`config.mk`:
```
export PLATFORM = sky130hd
export DESIGN_NAME = idt_decode
export DESIGN_NICKNAME = d
export VERILOG_FILES = /design/src/core/idt_pkg.sv /design/src/core/idt_decode.sv
export SDC_FILE = /design/constraint.sdc
export NUM_CORES = 1
export LEC_CHECK = 0
export BUFFER_PORTS_ARGS = -buffer_cell sky130_fd_sc_hd__buf_4
export CAP_MARGIN = 20
export CORE_MARGIN = 8
export CORE_UTILIZATION = 61
export CTS_BUF_LIST = sky130_fd_sc_hd__clkbuf_8
export CTS_CLUSTER_SIZE = 12
export DETAILED_ROUTE_END_ITERATION = 8
export GPL_ROUTABILITY_DRIVEN = 0
export PLACE_DENSITY = 0.95
export SETUP_SLACK_MARGIN = 0.2
export SLEW_MARGIN = 20
export SYNTH_ARGS = -nofsm -noshare
export SYNTH_HDL_FRONTEND = slang
export SYNTH_SLANG_ARGS = --single-unit
```
`constraint.sdc`:
```
create_clock -name clk_sys -period 5.5 [get_ports clk_sys]
set_input_delay 0.55 -clock clk_sys [delete_from_list [all_inputs] [get_ports clk_sys]]
set_output_delay 0.55 -clock clk_sys [all_outputs]
set_load 0.01 [all_outputs]
```
`src/core/idt_pkg.sv`:
```
// Purpose: Constants for the instruction decode and timing block
// Assumes: Opcode bytes arrive from the prefetch queue in order
// Notes:   Cycle figures are the fewest clocks of each form
package idt_pkg;
  localparam int QDEPTH_WIDE   = 6;
  localparam int QDEPTH_NARROW = 4;
  localparam logic [7:0] OP_MOV_RM_R   = 8'h88;
  localparam logic [7:0] OP_MOV_R_RM   = 8'h8a;
  localparam logic [7:0] OP_MOV_RM_SR  = 8'h8e;
  localparam logic [7:0] OP_MOV_SR_RM  = 8'h8c;
  localparam logic [7:0] OP_MOV_ACC_LD = 8'ha0;
  localparam logic [7:0] OP_MOV_ACC_ST = 8'ha2;
  localparam logic [7:0] OP_PUSH_MEM   = 8'hff;
  localparam logic [7:0] OP_POP_MEM    = 8'h8f;
  localparam logic [7:0] OP_PUSHA      = 8'h60;
  localparam logic [1:0] MOD_REG       = 2'h3;
  localparam logic [7:0] CYC_REG2      = 8'h02;
  localparam logic [7:0] CYC_MOV_ST_M  = 8'h0c;
  localparam logic [7:0] CYC_MOV_LD_M  = 8'h09;
  localparam logic [7:0] CYC_SRL_WIDE  = 8'h09;
  localparam logic [7:0] CYC_SRL_NAR   = 8'h0d;
  localparam logic [7:0] CYC_SRS_WIDE  = 8'h0b;
  localparam logic [7:0] CYC_SRS_NAR   = 8'h0f;
  localparam logic [7:0] CYC_ACC_LD    = 8'h08;
  localparam logic [7:0] CYC_ACC_ST    = 8'h09;
  localparam logic [7:0] CYC_PUSH_W    = 8'h10;
  localparam logic [7:0] CYC_PUSH_N    = 8'h14;
  localparam logic [7:0] CYC_POP_W     = 8'h14;
  localparam logic [7:0] CYC_POP_N     = 8'h18;
  localparam logic [7:0] CYC_PUSHA_W   = 8'h24;
  localparam logic [7:0] CYC_PUSHA_N   = 8'h44;
  localparam logic [7:0] CYC_OTHER     = 8'h02;
  localparam logic [7:0] CYC_WORD_ADD  = 8'h04;
  localparam logic [7:0] CYC_MISALIGN  = 8'h04;
  localparam logic [7:0] CYC_HS_MAX    = 8'h02;
endpackage

```
`src/core/idt_decode.sv`:
```
// Purpose: Decode data-transfer opcodes and time their execution
// Assumes: Queue fed by the bus interface unit on clk_sys
// Notes:   One instruction in flight; busy holds for all but the first (take) clock of its count
`timescale 1ns/100ps
module idt_decode
  import idt_pkg::*;
#(
  parameter bit NARROW_BUS = 1'b0
) (
  input  wire logic       clk_sys,
  input  wire logic       rst_n,
  input  wire logic [7:0] q_byte0,
  input  wire logic [7:0] q_byte1,
  input  wire logic [2:0] q_count,
  input  wire logic       ea_odd,
  input  wire logic [1:0] hs_extra,
  input  wire logic       flush_req,
  input  wire logic       target_fetched,
  output logic            q_pop,
  output logic [1:0]      q_pop_n,
  output logic            busy,
  output logic [7:0]      cycles,
  output logic            word_op,
  output logic            mem_op,
  output logic            done
);
  typedef enum logic [2:0] {
    S_IDLE  = 3'b001,
    S_EXEC  = 3'b010,
    S_FETCH = 3'b100
  } idt_state_e;

  localparam logic [2:0] QMAX = NARROW_BUS ? 3'(QDEPTH_NARROW) : 3'(QDEPTH_WIDE);

  idt_state_e state_r, state_nxt;
  logic [7:0] cnt_r, cnt_nxt;
  logic [7:0] cyc_r, cyc_nxt;
  logic       word_r, word_nxt, mem_r, mem_nxt, done_r, done_nxt;
  logic [7:0] base;
  logic [1:0] need;
  logic       is_mem, is_w, star, known, can_go;

  always_comb begin
    base  = CYC_OTHER;
    need  = 2'h1;
    star  = 1'b0;
    known = 1'b1;
    is_mem = q_byte1[7:6] != MOD_REG;
    is_w   = q_byte0[0];
    case (q_byte0)
      OP_MOV_RM_R, {OP_MOV_RM_R[7:1], 1'b1}: begin
        need = 2'h2;
        star = 1'b1;
        base = is_mem ? CYC_MOV_ST_M : CYC_REG2;
      end
      OP_MOV_R_RM, {OP_MOV_R_RM[7:1], 1'b1}: begin
        need = 2'h2;
        base = is_mem ? CYC_MOV_LD_M : CYC_REG2;
      end
      OP_MOV_RM_SR: begin
        need = 2'h2;
        is_w = 1'b1;
        base = !is_mem ? CYC_REG2 : (NARROW_BUS ? CYC_SRL_NAR : CYC_SRL_WIDE);
      end
      OP_MOV_SR_RM: begin
        need = 2'h2;
        is_w = 1'b1;
        base = !is_mem ? CYC_REG2 : (NARROW_BUS ? CYC_SRS_NAR : CYC_SRS_WIDE);
      end
      // Direct address forms always touch memory
      OP_MOV_ACC_LD, {OP_MOV_ACC_LD[7:1], 1'b1}: begin
        need   = 2'h3;
        star   = 1'b1;
        is_mem = 1'b1;
        base   = CYC_ACC_LD;
      end
      OP_MOV_ACC_ST, {OP_MOV_ACC_ST[7:1], 1'b1}: begin
        need   = 2'h3;
        star   = 1'b1;
        is_mem = 1'b1;
        base   = CYC_ACC_ST;
      end
      OP_PUSH_MEM: begin
        need = 2'h2;
        base = NARROW_BUS ? CYC_PUSH_N : CYC_PUSH_W;
      end
      OP_POP_MEM: begin
        need = 2'h2;
        base = NARROW_BUS ? CYC_POP_N : CYC_POP_W;
      end
      OP_PUSHA: begin
        is_mem = 1'b1;
        base = NARROW_BUS ? CYC_PUSHA_N : CYC_PUSHA_W;
      end
      default: begin
        known  = 1'b0;
        is_mem = 1'b0;
      end
    endcase
    if (NARROW_BUS && star && is_mem && is_w) begin
      base = base + CYC_WORD_ADD;
    end
    if (!NARROW_BUS && is_mem && is_w && ea_odd) begin
      base = base + CYC_MISALIGN;
    end
    if (is_mem) begin
      base = base + {6'h00, (hs_extra > CYC_HS_MAX[1:0]) ? CYC_HS_MAX[1:0] : hs_extra};
    end
  end

  assign can_go  = (q_count >= {1'b0, need}) && (q_count <= QMAX);
  assign q_pop   = (state_r == S_IDLE) && can_go && !flush_req;
  assign q_pop_n = q_pop ? need : 2'h0;

  always_comb begin
    state_nxt = state_r;
    cnt_nxt   = cnt_r;
    cyc_nxt   = cyc_r;
    word_nxt  = word_r;
    mem_nxt   = mem_r;
    done_nxt  = 1'b0;
    case (state_r)
      S_IDLE: begin
        if (flush_req) begin
          state_nxt = S_FETCH;
        end else if (can_go) begin
          state_nxt = S_EXEC;
          cnt_nxt   = base - 8'h01;
          cyc_nxt   = base;
          word_nxt  = is_w && known;
          mem_nxt   = is_mem;
        end
      end
      S_EXEC: begin
        if (cnt_r <= 8'h01) begin
          state_nxt = S_IDLE;
          done_nxt  = 1'b1;
        end else begin
          cnt_nxt = cnt_r - 8'h01;
        end
      end
      S_FETCH: begin
        if (target_fetched) begin
          state_nxt = S_IDLE;
          done_nxt  = 1'b1;
        end
      end
      default: state_nxt = S_IDLE;
    endcase
  end

  always_ff @(posedge clk_sys) begin
    if (!rst_n) begin
      state_r <= S_IDLE;
      cnt_r   <= 8'h00;
      cyc_r   <= 8'h00;
      word_r  <= 1'b0;
      mem_r   <= 1'b0;
      done_r  <= 1'b0;
    end else begin
      state_r <= state_nxt;
      cnt_r   <= cnt_nxt;
      cyc_r   <= cyc_nxt;
      word_r  <= word_nxt;
      mem_r   <= mem_nxt;
      done_r  <= done_nxt;
    end
  end

  assign busy    = state_r != S_IDLE;
  assign cycles  = cyc_r;
  assign word_op = word_r;
  assign mem_op  = mem_r;
  assign done    = done_r;

  AST_NO_POP_SHORT: assert property (@(posedge clk_sys) disable iff (!rst_n)
    q_pop |-> q_count >= {1'b0, q_pop_n})
    else $error("pop with too few queued bytes");
  AST_REG_TWO: assert property (@(posedge clk_sys) disable iff (!rst_n)
    (q_pop && q_byte0 == OP_MOV_RM_SR && q_byte1[7:6] == MOD_REG) |=> cycles == CYC_REG2)
    else $error("register segment load not two clocks");
  AST_SEG_STORE: assert property (@(posedge clk_sys) disable iff (!rst_n)
    (q_pop && q_byte0 == OP_MOV_SR_RM && q_byte1[7:6] != MOD_REG && hs_extra == 2'h0
     && !ea_odd) |=> cycles == (NARROW_BUS ? CYC_SRS_NAR : CYC_SRS_WIDE))
    else $error("segment store memory count wrong");
  AST_SEG_LOAD: assert property (@(posedge clk_sys) disable iff (!rst_n)
    (q_pop && q_byte0 == OP_MOV_RM_SR && q_byte1[7:6] != MOD_REG && hs_extra == 2'h0
     && !ea_odd) |=> cycles == (NARROW_BUS ? CYC_SRL_NAR : CYC_SRL_WIDE))
    else $error("segment load memory count wrong");
  AST_WIDTH_BIT: assert property (@(posedge clk_sys) disable iff (!rst_n)
    (q_pop && q_byte0[7:1] == OP_MOV_R_RM[7:1]) |=> word_op == $past(q_byte0[0]))
    else $error("operand width not from bit zero");
  AST_DONE_TIME: assert property (@(posedge clk_sys) disable iff (!rst_n)
    (q_pop && q_byte0 == OP_MOV_RM_SR && q_byte1[7:6] == MOD_REG) |=> busy ##1 done)
    else $error("two clock instruction did not finish");
  AST_FETCH_HOLD: assert property (@(posedge clk_sys) disable iff (!rst_n)
    (state_r == S_FETCH && !target_fetched) |=> busy)
    else $error("left fetch before target byte");
  AST_HS_BOUND: assert property (@(posedge clk_sys) disable iff (!rst_n)
    (q_pop && q_byte0 == OP_PUSH_MEM && !ea_odd) |=>
      cycles <= (NARROW_BUS ? CYC_PUSH_N : CYC_PUSH_W) + CYC_HS_MAX)
    else $error("handshake extra beyond two clocks");
endmodule // idt_decode

```
Word level (Yosys, flattened, before mapping) --
Cells that the tools add are included.
Storage, ports and cells: input bits 26, bits in writable memories 0, memories 0, logic and storage cells 83, bits in read-only memories 0, output and inout bits 15, bits in registers 22, latch bits 0
Cells by class: div/mod/pow operators 0, shift operators 0, equal/unequal tests 24, multiplexer cells 24, add/sub/neg operators 4, $mul 0, reductions and logical operators 20, bitwise gates (word level) 1, $lt $le $gt $ge 4
Operators by type and width (count):
- 8-bit equality test, second input constant | 12
- 6-bit one-hot mux with 8 select lines | 1
- 8-bit two-way mux | 5
- 8-bit one-hot mux with 2 select lines | 1
- 8-bit by 1-bit subtractor with 8-bit output, second input constant | 2
- 13-bit OR reduction | 1
- 3-bit two-way mux | 4
- 4-bit two-way mux | 3
- 2-bit != test, second input constant | 6
- 3-bit one-hot mux with 3 select lines | 1
- 8-bit by 2-bit adder with 8-bit output | 1
- 8-bit by 3-bit adder with 8-bit output, second input constant | 1
- 8-bit by 7-bit equality test with 1-bit output, second input constant | 1
- 8-bit by 1-bit less-or-equal comparator with 1-bit output, second input constant | 1
- 2-bit OR reduction | 4
- 8-bit OR reduction | 1
- 1-bit logical AND | 6
- 3-bit AND reduction | 2
- 5-bit OR reduction | 1
- 1-bit two-way mux | 4
- 2-bit two-way mux | 2
- 1-bit one-hot mux with 2 select lines | 2
- 2-bit one-hot mux with 2 select lines | 1
- 4-bit AND reduction | 1
- other kinds (13) | 13

Depth between registers and ports, before layout --
depth after elaboration 12, mapped depth 15

Worst setup path before layout --
OpenSTA, ideal clock, no wires.
kind input port to flip-flop, start point input port q_byte0[3], end point register cnt_r[6], data required time 5412 ps, data arrival time 3394 ps, path slack 2018 ps, stages 15, cells stage by stage nor4b_2 > nand2_1 > o21ai_0 > nand2_1 > o31ai_1 > ha_1 > inv_1 > fa_1 > nand2b_1 > nor2_1 > or4b_4 > and4_4 > a211oi_4 > nand3_2 > o32ai_2
On the way: cells in the longest elaborated chain, start to end 12
RTL lines:
- from (decl) | line idt_decode.sv:12 | input wire logic [7:0] q_byte0,
- branches (longest 12 deep; another with 8-bit by 3-bit adder with 8-bit output)
- to (signal assigned) | line idt_decode.sv:162 | cnt_r <= cnt_nxt;
- to (decl) | line idt_decode.sv:36 | logic [7:0] cnt_r, cnt_nxt;
Parallel ways; which one is timed is not known. The select of a mux whose other input is x is not followed. A chain may end at the register's enable or synchronous reset.

Final worst setup path --
start point input port q_byte0[6], end point output port q_pop
On the way: cells in the longest elaborated chain, start to end 7
RTL lines:
- 8-bit equality test | line idt_decode.sv:50 | case (q_byte0)
- 8-bit OR reduction (no source line) or 4-bit OR reduction (tied branches)
- 2-bit one-hot mux with 2 select lines (*) | line idt_decode.sv:50
- 3-bit by 2-bit greater-or-equal comparator with 1-bit output (*) | line idt_decode.sv:111 | assign can_go = (q_count >= {1'b0, need}) && (q_count <= QMAX);
- 1-bit logical AND (*) | line idt_decode.sv:111
- 1-bit logical AND (*) (2 in a row) | line idt_decode.sv:112 | assign q_pop = (state_r == S_IDLE) && can_go && !flush_req;
- to (decl) | line idt_decode.sv:19 | output logic q_pop,
Mark *: on every way between the ends. The rest lies on a longest branch, timed or not.

==> results_dict.tcl <==
set metrics [dict create \
    worstSkewPairLatency_ns 0.28 \
    hold_viol 0 \
    post-route-drc-count 0 \
    antenna_cells 0 \
    path_class "input pin to output pin" \
    post_cts_buffers 0 \
    rrSetupSlack_ns 3.13 \
    ios 41 \
    r2r_start "cnt_r[0]" \
    max_freq_mhz 269 \
    fin_worst_skew_ns 0.00916 \
    synth_cell_types 59 \
    synth.net_count 281 \
    dieArea_um2 5120 \
    p_leak_nw 0.974 \
    die_h_um 71.5 \
    cts_hold_buf 0 \
    ys_seq_area_share_pct 23.4 \
    timing.final.crit_share_pct 67.5 \
    tns_ns 0 \
    wl_per_cell_um 16.1 \
    slew_viol_final 0 \
    cp.required_ns 4.95 \
    yosysTopAreaCell "dfxtp_1" \
    cp_max_fo 24 \
    syn2layout_area_growth_pct 17.7 \
    grt_pass1_wl_um 8200 \
    syn_inst 246 \
    synth_top_cell_area_share_pct 23.4 \
    synth_common_cells "nor2_1, dfxtp_1, nand2_1, a21oi_1, o21ai_0" \
    synthTopCellsByArea "dfxtp_1, ha_1, nor2_1, a21oi_1, nand2_1" \
    first_iter_violations 182 \
    nets 310 \
    peakVddDrop_v 0.000155 \
    fin_ws_ns 1.78 \
    routed_wl_um 4940 \
    netlist_area_um2 1880 \
    die_w_um 71.5 \
    r2r.worst_path.cells 9 \
    min-delay-path-class "register to register" \
    grt_max_degree 25 \
    synth-main-ff-cell "dfxtp_1" \
    post-place-ws_ns 1.54 \
    r2r_end "cnt_r[5]" \
    syn_area_per_cell_um2 7.65 \
    dp_cells 303 \
    dpl.hpwl_um 3680 \
    grt.total_usage_pct 19.2 \
    clk_pin_slew_ns 0.09 \
    slew_headroom_pct 41.3 \
    grt_pass1_vias 1892 \
    power.density_nw_per_um2 215 \
    port_buffers 34 \
    ant_nets 0 \
    cts_root_buffer "clkbuf_8" \
    ys_seq_elements 22 \
    tritoncts "built" \
    rsz0062_at_grt "false" \
    synthMostInstantiatedCell "nor2_1" \
    h-tree-depth 1 \
    worst_pin_slew_ns 0.876 \
    core_um2 3000 \
    cts_resized 0 \
    worstSetupEndpointType "output pin" \
    whs_path_depth 2 \
    vias_per_cell 6.63 \
    drv_cap 0 \
    fin_cells 307 \
    drive_gt1_share_pct 23.4 \
    setup_viol 0 \
    start_util_pct 62.7 \
    hold_path_end "cycles[3]" \
    fin_crit_ns 3.72 \
    async_flop_share_pct 0 \
    cts_buffers 3 \
    cts.sinks 22 \
    status "finished, final reports clean" \
    startpoint_type "input pin" \
    vias 2036 \
    cp_data_arrival_time_ns 3.17 \
    antenna_found_initial 0 \
    cts.path.max_buffers 2 \
    hold_start "cycles[3]" \
    synth_edf_count 0 \
    fillers 220 \
    fp-row-count 20 \
    yosysWarnings 0 \
    overflow 0 \
    dr.pass1.iters 4 \
]
## worst max path at each step
stage	from	endpoint	cells after the start
4_1_cts	q_byte0[3]	cnt_r[6]	16
3_5_place_dp	q_byte0[3]	cnt_r[6]	16
3_3_place_gp	q_byte0[3]	cnt_r[6]	16
6_report	q_byte0[6]	q_pop	11
5_1_grt	q_byte0[3]	cnt_r[5]	16
2_1_floorplan	q_byte0[3]	cnt_r[6]	15
## critical path: stages
cell,delay [ns]
buf_4,0.13
and3_2,0.22
a21oi_1,0.37
nor2_1,0.15
a21oi_1,0.26
ha_1,0.20
a211oi_1,0.05
or4_1,0.47
buf_4,0.23
inv_1,0.32
buf_4,0.19
## logic make-up after synthesis
logic type | synth area share, %
simple gates | 35.6
xor+xnor | 1.40
fa+ha+maj | 6.38
compound gates | 26.3
mux | 2.26
flops | 23.4
buf+inv | 4.65
## flip-flops by register name, indices dropped and copies added, names as in the netlist
register and count:
state_r 3, cnt_r 8, word_op 1, mem_op 1, done 1, cycles 8
## cell usage in the layout, fill, tap and decap left out, drive strengths merged, types with 3 or more instances in the layout
cell | Yosys | final
nor2 | 24 | 24
or4 | 3 | 3
nor4b | 3 | 3
or2 | 3 | 3
a21o | 5 | 5
o21ai | 15 | 15
nor4 | 3 | 3
nand2 | 20 | 20
nand3 | 10 | 10
and3 | 8 | 8
o31ai | 5 | 5
ha | 8 | 8
a211oi | 6 | 6
inv | 12 | 12
o21a | 4 | 4
nor3 | 11 | 11
a21boi | 3 | 3
clkbuf | 10 | 3
nor2b | 3 | 3
buf | 1 | 35
and2 | 9 | 9
dfxtp | 22 | 22
nand2b | 5 | 5
nand4 | 3 | 3
a21oi | 17 | 17
## routing by layer
layer | up-vias | global-route usage [%] | wire length (um)
li1 | 961 | - | -
met1 | 968 | 20.2 | 1950
met2 | 88 | 35.5 | 2530
met3 | 19 | 4.04 | 324
met4 | 0 | 8.39 | 133
met5 | - | 0 | 0
## cell type report
class | instances | area, um2 | area share, %
repair buffers | 35 | 263 | 11.9
multi-input cells | 201 | 1350 | 61.1
clock inverters | 1 | 30.0 | 1.36
flip-flops and latches | 22 | 440 | 19.9
well taps | 33 | 41.3 | 1.86
clock buffers | 3 | 41.3 | 1.86
inverters | 12 | 45.0 | 2.03
## metrics by stage
stage | cell area [um2] | utilization, % | hold WS (ns) | total power, mW
2_1_floorplan | 1880 | - | 0.452 | 0.275
3_3_place_gp | 2140 | 71.4 | 0.447 | 0.318
3_5_place_dp | 2140 | 71.4 | 0.450 | 0.322
4_1_cts | 2210 | 73.8 | 0.463 | 0.475
5_1_grt | 2210 | 73.8 | 0.492 | 0.500
6_report | 2210 | 73.8 | 0.457 | 0.476
## power by group
part | internal [mW] | switching, mW
Combinational | 0.0602 | 0.0811
Clock | 0.0975 | 0.0565
Sequential | 0.171 | 0.0105
Power figures use the tool's default switching activity.
